==> src/rtl/tdmps_consts.svh <==
// timing, framing and reset constants of the tdm pcm serial port
`ifndef TDMPS_CONSTS_SVH
`define TDMPS_CONSTS_SVH
// ----------------------------------------------------------------
// framing
// ----------------------------------------------------------------
`define TDMPS_CHANNELS 32
`define TDMPS_CH_W 5
`define TDMPS_FRAME_CNT_W 9
`define TDMPS_FRAME_LAST 9'h1FF
`define TDMPS_PH_SAMPLE_LAST 4'hF
`define TDMPS_PH_LOAD 4'h0
`define TDMPS_PH_FETCH 4'hE
`define TDMPS_PULSE_MAX 3'h2
`define TDMPS_RUN_MAX 3'h7
`define TDMPS_IDLE_BYTE 8'hFF
// ----------------------------------------------------------------
// timing
// ----------------------------------------------------------------
`define TDMPS_REF_CLK_NS 10
`define TDMPS_BCLK_NS 244
`define TDMPS_LOSS_NS (2 * `TDMPS_BCLK_NS)
`define TDMPS_LOSS_CYC ((`TDMPS_LOSS_NS) / (`TDMPS_REF_CLK_NS))
`define TDMPS_WDOG_W 6
`endif

==> src/rtl/tdmps_pkg.sv <==
// types shared by the tdm pcm serial port
package tdmps_pkg;
  // pins sampled from outside the ref clock domain
  typedef struct packed {
    logic bclk;
    logic fsync;
    logic rin;
    logic sin;
    logic output_drive_enable;
  } tdmps_pins_s;
  // frame alignment states, gray along search-align-locked
  typedef enum logic [1:0] {
    TDMPS_SEARCH = 2'b00,
    TDMPS_ALIGN = 2'b01,
    TDMPS_LOCKED = 2'b11
  } tdmps_lock_e;
  typedef logic [7:0] tdmps_byte_t;
endpackage

==> src/rtl/tdmps_chan_mem.sv <==
// one-frame channel store with registered read data
`timescale 1ns/1ns
`include "tdmps_consts.svh"
module tdmps_chan_mem
  import tdmps_pkg::*;
(
  // clock and reset
  input wire logic ref_clk_i,
  input wire logic sys_rst_i,
  // write side
  input wire logic wr_en_i,
  input wire logic [4:0] wr_addr_i,
  input wire tdmps_byte_t wr_data_i,
  // read side
  input wire logic rd_en_i,
  input wire logic [4:0] rd_addr_i,
  output tdmps_byte_t rd_data_o
);
  tdmps_byte_t mem [0:`TDMPS_CHANNELS-1];

  // storage array, no reset
  always_ff @(posedge ref_clk_i) begin
    if (wr_en_i) begin
      mem[wr_addr_i] <= wr_data_i;
    end
  end

  // registered read port
  always_ff @(posedge ref_clk_i or posedge sys_rst_i) begin
    if (sys_rst_i) begin
      rd_data_o <= `TDMPS_IDLE_BYTE;
    end else if (rd_en_i) begin
      rd_data_o <= mem[rd_addr_i];
    end
  end
endmodule

==> src/rtl/tdmps_top.sv <==
// tdm pcm serial port: two input and two output 32-channel streams
// Function
// - both output streams drive only while the enable pin and control bit 6 are high, else both float.
// - every stream carries 2.048 Mb/s with 32 eight-bit timeslots per frame.
// - receive in feeds send out as port 1 and send in feeds receive out as port 2, channel for channel.
// - the frame pulse is accepted in either polarity convention and the one present is found unaided.
// - the far side supplies a 4.096 MHz serial clock that shifts all four streams.
`timescale 1ns/1ns
`include "tdmps_consts.svh"
module tdmps_top
  import tdmps_pkg::*;
(
  // clock and reset
  input wire logic ref_clk_i,
  input wire logic sys_rst_i,
  // serial link pins
  input wire logic bit_clock_4m_i,
  input wire logic frame_sync_in_i,
  input wire logic recv_in_i,
  input wire logic send_in_i,
  // output drive control
  input wire logic output_drive_enable_i,
  input wire logic ctrl_out_enable_i,
  // serial outputs with enables
  output logic send_out_o,
  output logic send_out_oe_o,
  output logic recv_out_o,
  output logic recv_out_oe_o,
  // status
  output logic frame_gci_o,
  output logic frame_locked_o
);
  // ----------------------------------------------------------------
  // decode helpers
  // ----------------------------------------------------------------
  function automatic logic at_phase(input logic [8:0] cnt, input logic [3:0] ph);
    at_phase = (cnt[3:0] == ph);
  endfunction

  // ----------------------------------------------------------------
  // pin synchronisers
  // ----------------------------------------------------------------
  tdmps_pins_s pins_raw;
  tdmps_pins_s pins_meta;
  tdmps_pins_s pins;
  logic bclk_d;
  logic bclk_rise;

  assign pins_raw = '{bclk: bit_clock_4m_i, fsync: frame_sync_in_i, rin: recv_in_i,
                      sin: send_in_i, output_drive_enable: output_drive_enable_i};

  // two flops for every asynchronous pin
  always_ff @(posedge ref_clk_i or posedge sys_rst_i) begin
    if (sys_rst_i) begin
      pins_meta <= '0;
      pins <= '0;
    end else begin
      pins_meta <= pins_raw;
      pins <= pins_meta;
    end
  end

  // serial clock edge finder
  always_ff @(posedge ref_clk_i or posedge sys_rst_i) begin
    if (sys_rst_i) begin
      bclk_d <= 1'b0;
    end else begin
      bclk_d <= pins.bclk;
    end
  end
  assign bclk_rise = pins.bclk & ~bclk_d;

  // ----------------------------------------------------------------
  // frame pulse format detection
  // ----------------------------------------------------------------
  logic fs_level;
  logic [2:0] fs_run;
  logic pulse_end;

  // a level that lasts at most two serial clocks is the pulse; its polarity names the format
  assign pulse_end = bclk_rise && (pins.fsync != fs_level) && (fs_run <= `TDMPS_PULSE_MAX);

  // run length of the current frame pulse level, counted in serial clocks
  always_ff @(posedge ref_clk_i or posedge sys_rst_i) begin
    if (sys_rst_i) begin
      fs_level <= 1'b1;
      fs_run <= `TDMPS_RUN_MAX;
    end else if (bclk_rise) begin
      if (pins.fsync != fs_level) begin
        fs_level <= pins.fsync;
        fs_run <= 3'h1;
      end else if (fs_run != `TDMPS_RUN_MAX) begin
        fs_run <= fs_run + 3'h1;
      end
    end
  end

  // latch the detected convention: a short high pulse is gci, a short low one the other
  always_ff @(posedge ref_clk_i or posedge sys_rst_i) begin
    if (sys_rst_i) begin
      frame_gci_o <= 1'b0;
    end else if (pulse_end) begin
      frame_gci_o <= fs_level;
    end
  end

  // ----------------------------------------------------------------
  // frame counter and lock
  // ----------------------------------------------------------------
  logic [8:0] cnt;
  logic [8:0] cnt_now;
  logic [4:0] chan;
  logic [5:0] wdog;
  logic clk_lost;
  tdmps_lock_e lock_st;
  tdmps_lock_e next_lock_st;

  // position of the serial clock rise being handled now; the rise that ends the pulse is 0
  assign cnt_now = pulse_end ? 9'h000 : cnt + 9'h001;
  assign chan = cnt_now[8:4];
  assign clk_lost = (wdog == 6'(`TDMPS_LOSS_CYC));

  // 512 serial clocks per frame, restarted by each pulse
  always_ff @(posedge ref_clk_i or posedge sys_rst_i) begin
    if (sys_rst_i) begin
      cnt <= '0;
    end else if (pulse_end) begin
      cnt <= '0;
    end else if (bclk_rise) begin
      cnt <= cnt + 9'h001;
    end
  end

  // serial clock loss watchdog
  always_ff @(posedge ref_clk_i or posedge sys_rst_i) begin
    if (sys_rst_i) begin
      wdog <= '0;
    end else if (bclk_rise) begin
      wdog <= '0;
    end else if (!clk_lost) begin
      wdog <= wdog + 6'h01;
    end
  end

  // lock: a pulse found exactly one frame after the last one
  always_comb begin
    next_lock_st = lock_st;
    case (lock_st)
      TDMPS_SEARCH: begin
        if (pulse_end) begin
          next_lock_st = TDMPS_ALIGN;
        end
      end
      TDMPS_ALIGN: begin
        if (pulse_end && cnt == `TDMPS_FRAME_LAST) begin
          next_lock_st = TDMPS_LOCKED;
        end
      end
      TDMPS_LOCKED: begin
        if (pulse_end && cnt != `TDMPS_FRAME_LAST) begin
          next_lock_st = TDMPS_ALIGN;
        end
      end
      default: begin
        next_lock_st = TDMPS_SEARCH;
      end
    endcase
    if (clk_lost) begin
      next_lock_st = TDMPS_SEARCH;
    end
  end

  always_ff @(posedge ref_clk_i or posedge sys_rst_i) begin
    if (sys_rst_i) begin
      lock_st <= TDMPS_SEARCH;
      frame_locked_o <= 1'b0;
    end else begin
      lock_st <= next_lock_st;
      frame_locked_o <= (next_lock_st == TDMPS_LOCKED);
    end
  end

  // ----------------------------------------------------------------
  // per path shifters and channel stores
  // ----------------------------------------------------------------
  logic [1:0] din;
  logic [1:0] dout;
  logic active;

  assign din = {pins.sin, pins.rin};
  assign active = (lock_st != TDMPS_SEARCH);

  genvar p;
  generate
    for (p = 0; p < 2; p = p + 1) begin : g_path
      tdmps_byte_t in_sr;
      tdmps_byte_t out_sr;
      tdmps_byte_t rd_data;
      logic wr_en;
      logic rd_en;
      logic [4:0] next_chan;

      assign next_chan = chan + 5'h01;
      assign wr_en = bclk_rise && active && at_phase(cnt_now, `TDMPS_PH_SAMPLE_LAST);
      assign rd_en = bclk_rise && at_phase(cnt_now, `TDMPS_PH_FETCH);

      // sample each bit on the second serial clock of its cell, msb first
      always_ff @(posedge ref_clk_i or posedge sys_rst_i) begin
        if (sys_rst_i) begin
          in_sr <= `TDMPS_IDLE_BYTE;
        end else if (bclk_rise && cnt_now[0]) begin
          in_sr <= {in_sr[6:0], din[p]};
        end
      end

      // byte of the previous frame loaded at channel start, shifted once per bit
      always_ff @(posedge ref_clk_i or posedge sys_rst_i) begin
        if (sys_rst_i) begin
          out_sr <= `TDMPS_IDLE_BYTE;
        end else if (bclk_rise && at_phase(cnt_now, `TDMPS_PH_LOAD)) begin
          out_sr <= active ? rd_data : `TDMPS_IDLE_BYTE;
        end else if (bclk_rise && !cnt_now[0]) begin
          out_sr <= {out_sr[6:0], 1'b1};
        end
      end

      assign dout[p] = out_sr[7];

      tdmps_chan_mem u_mem (
        .ref_clk_i(ref_clk_i),
        .sys_rst_i(sys_rst_i),
        .wr_en_i(wr_en),
        .wr_addr_i(chan),
        .wr_data_i({in_sr[6:0], din[p]}),
        .rd_en_i(rd_en),
        .rd_addr_i(next_chan),
        .rd_data_o(rd_data)
      );
    end
  endgenerate

  // ----------------------------------------------------------------
  // output pins
  // ----------------------------------------------------------------
  // port 1 drives send out, port 2 drives receive out; enables need pin and control bit
  always_ff @(posedge ref_clk_i or posedge sys_rst_i) begin
    if (sys_rst_i) begin
      send_out_o <= 1'b1;
      recv_out_o <= 1'b1;
      send_out_oe_o <= 1'b0;
      recv_out_oe_o <= 1'b0;
    end else begin
      send_out_o <= dout[0];
      recv_out_o <= dout[1];
      send_out_oe_o <= pins.output_drive_enable & ctrl_out_enable_i;
      recv_out_oe_o <= pins.output_drive_enable & ctrl_out_enable_i;
    end
  end
endmodule

==> config.mk <==
export PLATFORM = sky130hd
export DESIGN_NAME = tdmps_top
export DESIGN_NICKNAME = d
export VERILOG_FILES = /design/src/rtl/tdmps_pkg.sv /design/src/rtl/tdmps_chan_mem.sv /design/src/rtl/tdmps_top.sv
export VERILOG_INCLUDE_DIRS = /design/src /design/src/rtl
export SDC_FILE = /design/constraint.sdc
export NUM_CORES = 1
export LEC_CHECK = 0
export ABC_AREA = 1
export BUFFER_PORTS_ARGS = -buffer_cell sky130_fd_sc_hd__clkbuf_2
export CELL_PAD_IN_SITES_DETAIL_PLACEMENT = 0
export CELL_PAD_IN_SITES_GLOBAL_PLACEMENT = 2
export CORE_MARGIN = 3
export CORE_UTILIZATION = 43
export CTS_CLUSTER_DIAMETER = 30
export DETAILED_ROUTE_END_ITERATION = 10
export PLACE_DENSITY = 0.89
export SLEW_MARGIN = 40
export SYNTH_ARGS = -nofsm -noshare
export SYNTH_HDL_FRONTEND = slang
export SYNTH_SLANG_ARGS = --single-unit
export TNS_END_PERCENT = 30
==> constraint.sdc <==
create_clock -name ref_clk_i -period 3.6 [get_ports ref_clk_i]
set_input_delay 0.54 -clock ref_clk_i [delete_from_list [all_inputs] [get_ports ref_clk_i]]
set_output_delay 0.54 -clock ref_clk_i [all_outputs]
set_load 0.02 [all_outputs]
==> impl_metrics.ini, run 1 <==
[cts]
cts_buffers = 130
htreeDepth = 4
cts_root_buffer = clkbuf_16
clock_latency_ps = 710
clk_pin_slew_worst_paths_ps = 40
cts_tree = yes
clk_path_buf_depth = 3
cts_sinks = 595

[critical_path]
endpoint_kind = flop
regToRegStartpoint = fs_run[0]
slowest_delay_ps = 520
crit_type = flop to flop
crit_fanout = 16
worstPathArrival_ps = 3690
crit_family = simple AND/OR/NAND/NOR gates
required_ps = 3980
critPathMostFrequentCell = nand2_1
cp-startpoint = fs_run[0]
crit_path_start_kind = flop
path_cells = inv_1 > ha_1 > nand2_1 > nand2_1 > nand3_4 > nand3_1 > nor3_1 > nor3b_2 > nand2_1 > buf_4 > nor2_1 > buf_4
cp_slowest_cell = dfstp_2
crit_buf_inv = 3

[logic_synthesis]
synth-seq-cells = 595
syn_area_per_cell_um2 = 11.1
synth.area.top_cells = edfxtp_1 60%, nand3_1 12%, nand2_1 7.0%
syn_area_mm2 = 0.0256
ys_seq_area_frac = 0.685
syn_nets = 2312
yosys_warnings = 0
yosysTopAreaCellShare = 0.601
postSynthCellCount = 2293
synth.distinct_cells = 39
yosysTopAreaCell = edfxtp_1

[cells_and_area]
drive_above_1_share = 0.152
diodes = 0
final_common_cell = nand3_1
post-route-util = 0.536
syn2layout_area_growth_pct = 22.0
stdcell_area_mm2 = 0.0312
nNetsFinal = 2393
mostFrequentLayoutCells = 591 x nand3_1, 512 x edfxtp_1, 478 x nand2_1
stdcell_count = 3247

[power_and_ir_drop]
p_per_area_mw_per_mm2 = 757
leakage_nw = 12.2
total_power_mw = 23.6
peakVddDrop_mv = 0.484

[timing]
finClkSkew_ps = 22.9
rsz0062_at_grt = false
hold_viol_final = 0
finalCritPeriodShare = 0.918
slew_viol_final = 0
relSlewSlack = 0.489
setup-tns-final_ps = 0
setup_slack_ps = 294
whs_ps = 343
fin_crit_ps = 3310
max_freq_mhz = 302
tightest_slew_ps = 766
setup_viol = 0

[drt]
firstDrtPassIters = 6
drcViolationCount = 0
vias = 17830
wl_per_cell_um = 22.2
viasPerCell = 5.49
wl_mm = 72.0
initialDrtViolationCount = 2053
route.antenna.remaining_nets = 0

[global_routing]
grt_pass1_vias = 17512
grt-ovfl-total = 0
grt_pass1_wl_mm = 109
antenna_found_initial = 1
grt_usage = 0.231
grt_max_degree = 132

[floorplan]
start_util = 0.439
io_pins = 14
chipHeight_um = 250
die_area_mm2 = 0.0624
rows = 88
die_x_um = 250
coreArea_mm2 = 0.0582

[placement]
gp_congestion = 0.877
place_inst = 3000
dp_worst_setup_slack_ps = 326
placedInstanceArea_mm2 = 0.0267
port_buffers = 13
place_hpwl_mm = 40.6

[min_path]
hold_start = pins_meta[2]
hold_class = flop to flop

[run]
drv_cap = 0

[outcome]
outcome = finished clean
[worst paths after layout]
kind                                                end  slack (ps)  depth (start not counted)
min reg2reg                                      din[0]         340                          0
max in group asynchronous  g_path[1].u_mem.rd_data_o[2]        2510                          4
min                                              din[0]         340                          0
min in group asynchronous                  pins_meta[0]         420                          3
max                          g_path[1].u_mem.mem[21][4]         290                         12
max reg2reg                  g_path[1].u_mem.mem[21][4]         290                         12
[metal layers]
metal  part of all wire  wire length [um]  up-vias  GRT usage
met5                  0                 0        -          0
li1                   -                 -     8203          -
met2               0.48             34600      708      0.368
met1               0.43             30700     8803      0.318
met4              0.025              1780        0     0.0834
met3              0.067              4860      116     0.0451
[where the power goes]
| part | switching [mW] | internal (mW) | leakage [nW] |
|---|---|---|---|
| Clock | 3.87 | 7.75 | 2.13 |
| Sequential | 1.17 | 8.72 | 5.54 |
| Combinational | 1.44 | 0.662 | 4.54 |
| Total | 6.48 | 17.1 | 12.2 |
[cells by family after synthesis]
family,count (synthesis),share of synthesized area
adder cells (fa/ha/maj),11,0.00538
flip-flops,595,0.685
multiplexers,2,0.000881
AND/OR/NAND/NOR,1261,0.235
AO/OA/AOI/OAI,69,0.0161
XOR/XNOR,1,0.000343
buffers and inverters,354,0.0568
[sequential cells by signal (all words and copies together), names as in the netlist]
name	count
bclk_d	1
cnt	9
din	2
frame_gci_o	1
frame_locked_o	1
fs_level	1
fs_run	3
g_path.in_sr	14
g_path.out_sr	16
g_path.u_mem.mem	512
g_path.u_mem.rd_data_o	16
lock_st	2
pins	3
pins_meta	5
recv_out_o	1
recv_out_oe_o	1
send_out_o	1
wdog	6
[cells in the mapped netlist]
| master | number |
|---|---|
| a21oi_1 | 9 |
| nand3_1 | 591 |
| nand2_1 | 479 |
| inv_1 | 201 |
| a31oi_1 | 2 |
| or2_2 | 1 |
| mux2_2 | 2 |
| nor3b_2 | 1 |
| inv_2 | 7 |
| o221ai_1 | 10 |
| nor4_1 | 1 |
| clkinv_1 | 1 |
| o211ai_1 | 4 |
| nand2_2 | 4 |
| buf_6 | 2 |
| o32ai_1 | 2 |
| nand3b_1 | 113 |
| nor2_8 | 1 |
| nand4_1 | 4 |
| or3_1 | 1 |
| ha_1 | 11 |
| nand3_4 | 2 |
| edfxtp_1 | 512 |
| o31ai_1 | 1 |
| o22ai_1 | 2 |
| buf_4 | 5 |
| o21ai_2 | 1 |
| o21ai_0 | 38 |
| nor2_4 | 1 |
| clkbuf_1 | 52 |
| buf_1 | 14 |
| xor2_1 | 1 |
| dfstp_2 | 52 |
| nor2_1 | 51 |
| nand3_2 | 2 |
| dfrtp_1 | 31 |
| nor2_2 | 4 |
| nor3_1 | 5 |
| buf_2 | 72 |
[worst register-to-register path: cells and delay by family, from the launching register on]
kind | cells | cell delay, ps
fa+ha+maj | 1 | 190
simple gates | 8 | 1620
flops | 1 | 520
buf+inv | 3 | 640
[final cells by class]
type / instances / area [um2]
Inverter: 209 / 800
Clock inverter: 87 / 926
Fill cell: 4933 / 27000
Tap cell: 765 / 957
Sequential cell: 595 / 17600
Timing Repair Buffer: 94 / 868
Clock buffer: 153 / 3450
Multi-Input combinational cell: 1344 / 6620
[what timing repair did]
item | 4_1_cts | 5_1_grt
hold buffers | 7 | 0
hold endpoints to repair | 30 | 0
gates resized for setup | 0 | 0
setup buffers | 0 | 0
No activity file was read; power rests on OpenSTA's default activity.
==> run 2: changes to the inputs <==
--- a/config.mk
+++ b/config.mk
@@ -12,8 +12,8 @@
 export CELL_PAD_IN_SITES_GLOBAL_PLACEMENT = 2
 export CORE_MARGIN = 3
-export CORE_UTILIZATION = 43
+export CORE_UTILIZATION = 47
 export CTS_CLUSTER_DIAMETER = 30
 export DETAILED_ROUTE_END_ITERATION = 10
-export PLACE_DENSITY = 0.89
+export PLACE_DENSITY = 0.95
 export SLEW_MARGIN = 40
 export SYNTH_ARGS = -nofsm -noshare
==> constraint.sdc (replaced) <==
create_clock -name ref_clk_i -period 4.2 [get_ports ref_clk_i]
set_input_delay 0.63 -clock ref_clk_i [delete_from_list [all_inputs] [get_ports ref_clk_i]]
set_output_delay 0.63 -clock ref_clk_i [all_outputs]
set_load 0.01 [all_outputs]
==> run 2 against run 1 <==
First-iteration DRC count grew 5.7%. Via count grew 0.57%. Die area shrank 8.3%. Combinational power shrank 20%. Clock-buffer cell count shrank 14. Register-to-register slack gained 140 ps. Core utilization grew 3.6 points. Flip-flop and latch count is the same. Power shrank 18%. Final cell count shrank 4.0%. Setup slack gained 140 ps. Critical path type unchanged. Sequential share of layout area grew 1.5 points.
==> impl_metrics.ini, run 2 (synthesized netlist as in run 1, its figures left out) <==
[timing]
setup_viol = 0
rsz0062_at_grt = false
whs_ps = 2.94
max_freq_mhz = 266
slew_viol_final = 0
setup-tns-final_ps = 0
fin_crit_ps = 3760
relSlewSlack = 0.376
finalCritPeriodShare = 0.896
hold_viol_final = 0
setup_slack_ps = 438
finClkSkew_ps = 17.1
tightest_slew_ps = 936

[placement]
gp_congestion = 0.851
placedInstanceArea_mm2 = 0.0264
place_inst = 2903
port_buffers = 13
place_hpwl_mm = 40.1
dp_worst_setup_slack_ps = 411

[critical_path]
crit_type = flop to flop
crit_path_start_kind = flop
crit_fanout = 64
reg2regPathDepth = 16
worstPathArrival_ps = 4330
cp_slowest_cell = buf_4
required_ps = 4770
path_cells = ha_1 > nand3_1 > nand2_1 > nand2_1 > inv_8 > nand2_8 > inv_1 > ha_1 > nand4_1 > nand2_2 > buf_4 > nand3_1 > nand3_1 > nand3_1 > nand3_1 > nand2_1
endpoint_kind = flop
slowest_delay_ps = 630
critPathMostFrequentCell = nand3_1

[cts]
clock_latency_ps = 650
cts-hold-fix-buffers = 0
post_cts_resized = 0
post-cts-setup-buffer-count = 0
cts_buffers = 118
cts_tree = yes
clk_path_buf_depth = 3
htreeDepth = 3
cts_root_buffer = clkbuf_16
cts_sinks = 595
clk_pin_slew_worst_paths_ps = 50

[cells_and_area]
mostFrequentLayoutCells = 591 x nand3_1, 512 x edfxtp_1, 478 x nand2_1
fillers = 4364
drive_above_1_share = 0.137
diodes = 0
largest_register_ffs = 512
post-route-util = 0.571
final_common_cell = nand3_1
largest-register = g_path.u_mem.mem
stdcell_area_mm2 = 0.0304
syn2layout_area_growth_pct = 18.9
nNetsFinal = 2355
top_regs = g_path.u_mem.mem x512, g_path.out_sr x16, g_path.u_mem.rd_data_o x16
stdcell_count = 3118

[power_and_ir_drop]
total_power_mw = 19.4
leakage_nw = 11.8
peakVddDrop_mv = 0.356
p_per_area_mw_per_mm2 = 640

[drt]
initialDrtViolationCount = 2169
firstDrtPassIters = 9
vias = 17931
wl_per_cell_um = 22.8
viasPerCell = 5.75
route.antenna.remaining_nets = 0
drcViolationCount = 0
wl_mm = 71.1

[floorplan]
start_util = 0.481
coreArea_mm2 = 0.0532
die_area_mm2 = 0.0572
die_x_um = 239
rows = 84
chipHeight_um = 239
io_pins = 14

[global_routing]
grt-ovfl-total = 0
grt_usage = 0.251
grt_pass1_wl_mm = 107
grt_max_degree = 152
antenna_found_initial = 0
grt_pass1_vias = 17579

[run]
drv_cap = 0

[outcome]
outcome = finished clean

[min_path]
hold_class = primary input to async pin
-- run 2: cell types whose count changed in the layout (fill, tap and decap cells not counted), sizes merged --
cell,previous run,this run
clkinv,56,48
clkbuf,166,152
inv,217,211
buf,74,55
dlygate4sd3,7,0
bufinv,12,16
clkinvlp,11,9
-- run 2: path summary, 6_finish.rpt --
check / to / slack, ps / from
min in group ref_clk_i: pins_meta[2] / 80 / recv_in_i
min reg2reg: din[0] / 350 / pins_meta[2]
max reg2reg: g_path[1].u_mem.rd_data_o[0] / 440 / cnt[0]
min: pins[3] / 3 / sys_rst_i
max: g_path[1].u_mem.rd_data_o[0] / 440 / cnt[0]
max in group asynchronous: g_path[1].u_mem.rd_data_o[5] / 3340 / sys_rst_i
-- run 2: cell type report --
type | count | area [um2] | area share
Timing Repair Buffer | 68 | 572 | 0.0188
Tap cell | 688 | 861 | 0.0283
Clock buffer | 139 | 3110 | 0.102
Clock inverter | 75 | 840 | 0.0276
Sequential cell | 595 | 17600 | 0.578
Multi-Input combinational cell | 1344 | 6630 | 0.218
Inverter | 209 | 800 | 0.0263
-- run 2: routing by layer --
| metal | share of wire | vias to the layer above | GRT usage | routed length, um |
|---|---|---|---|---|
| met5 | 0 | - | 0 | 0 |
| met2 | 0.46 | 846 | 0.384 | 32700 |
| met4 | 0.045 | 0 | 0.114 | 3170 |
| met1 | 0.40 | 8800 | 0.345 | 28800 |
| li1 | - | 8098 | - | - |
| met3 | 0.090 | 187 | 0.0564 | 6440 |
-- run 2: where the power goes --
part | internal [mW] | total, mW | leakage (nW) | switching, mW
combinational | 0.514 | 1.68 | 4.39 | 1.17
sequential | 7.48 | 8.58 | 5.54 | 1.10
clock | 6.21 | 9.17 | 1.92 | 2.97
total | 14.2 | 19.4 | 11.8 | 5.24
-- run 2: critical path, delay by kind of cell, from the launching register on --
family	cells	cell delay, ps
fa+ha+maj	2	490
buf+inv	3	1020
simple gates	11	1720
flops	1	410
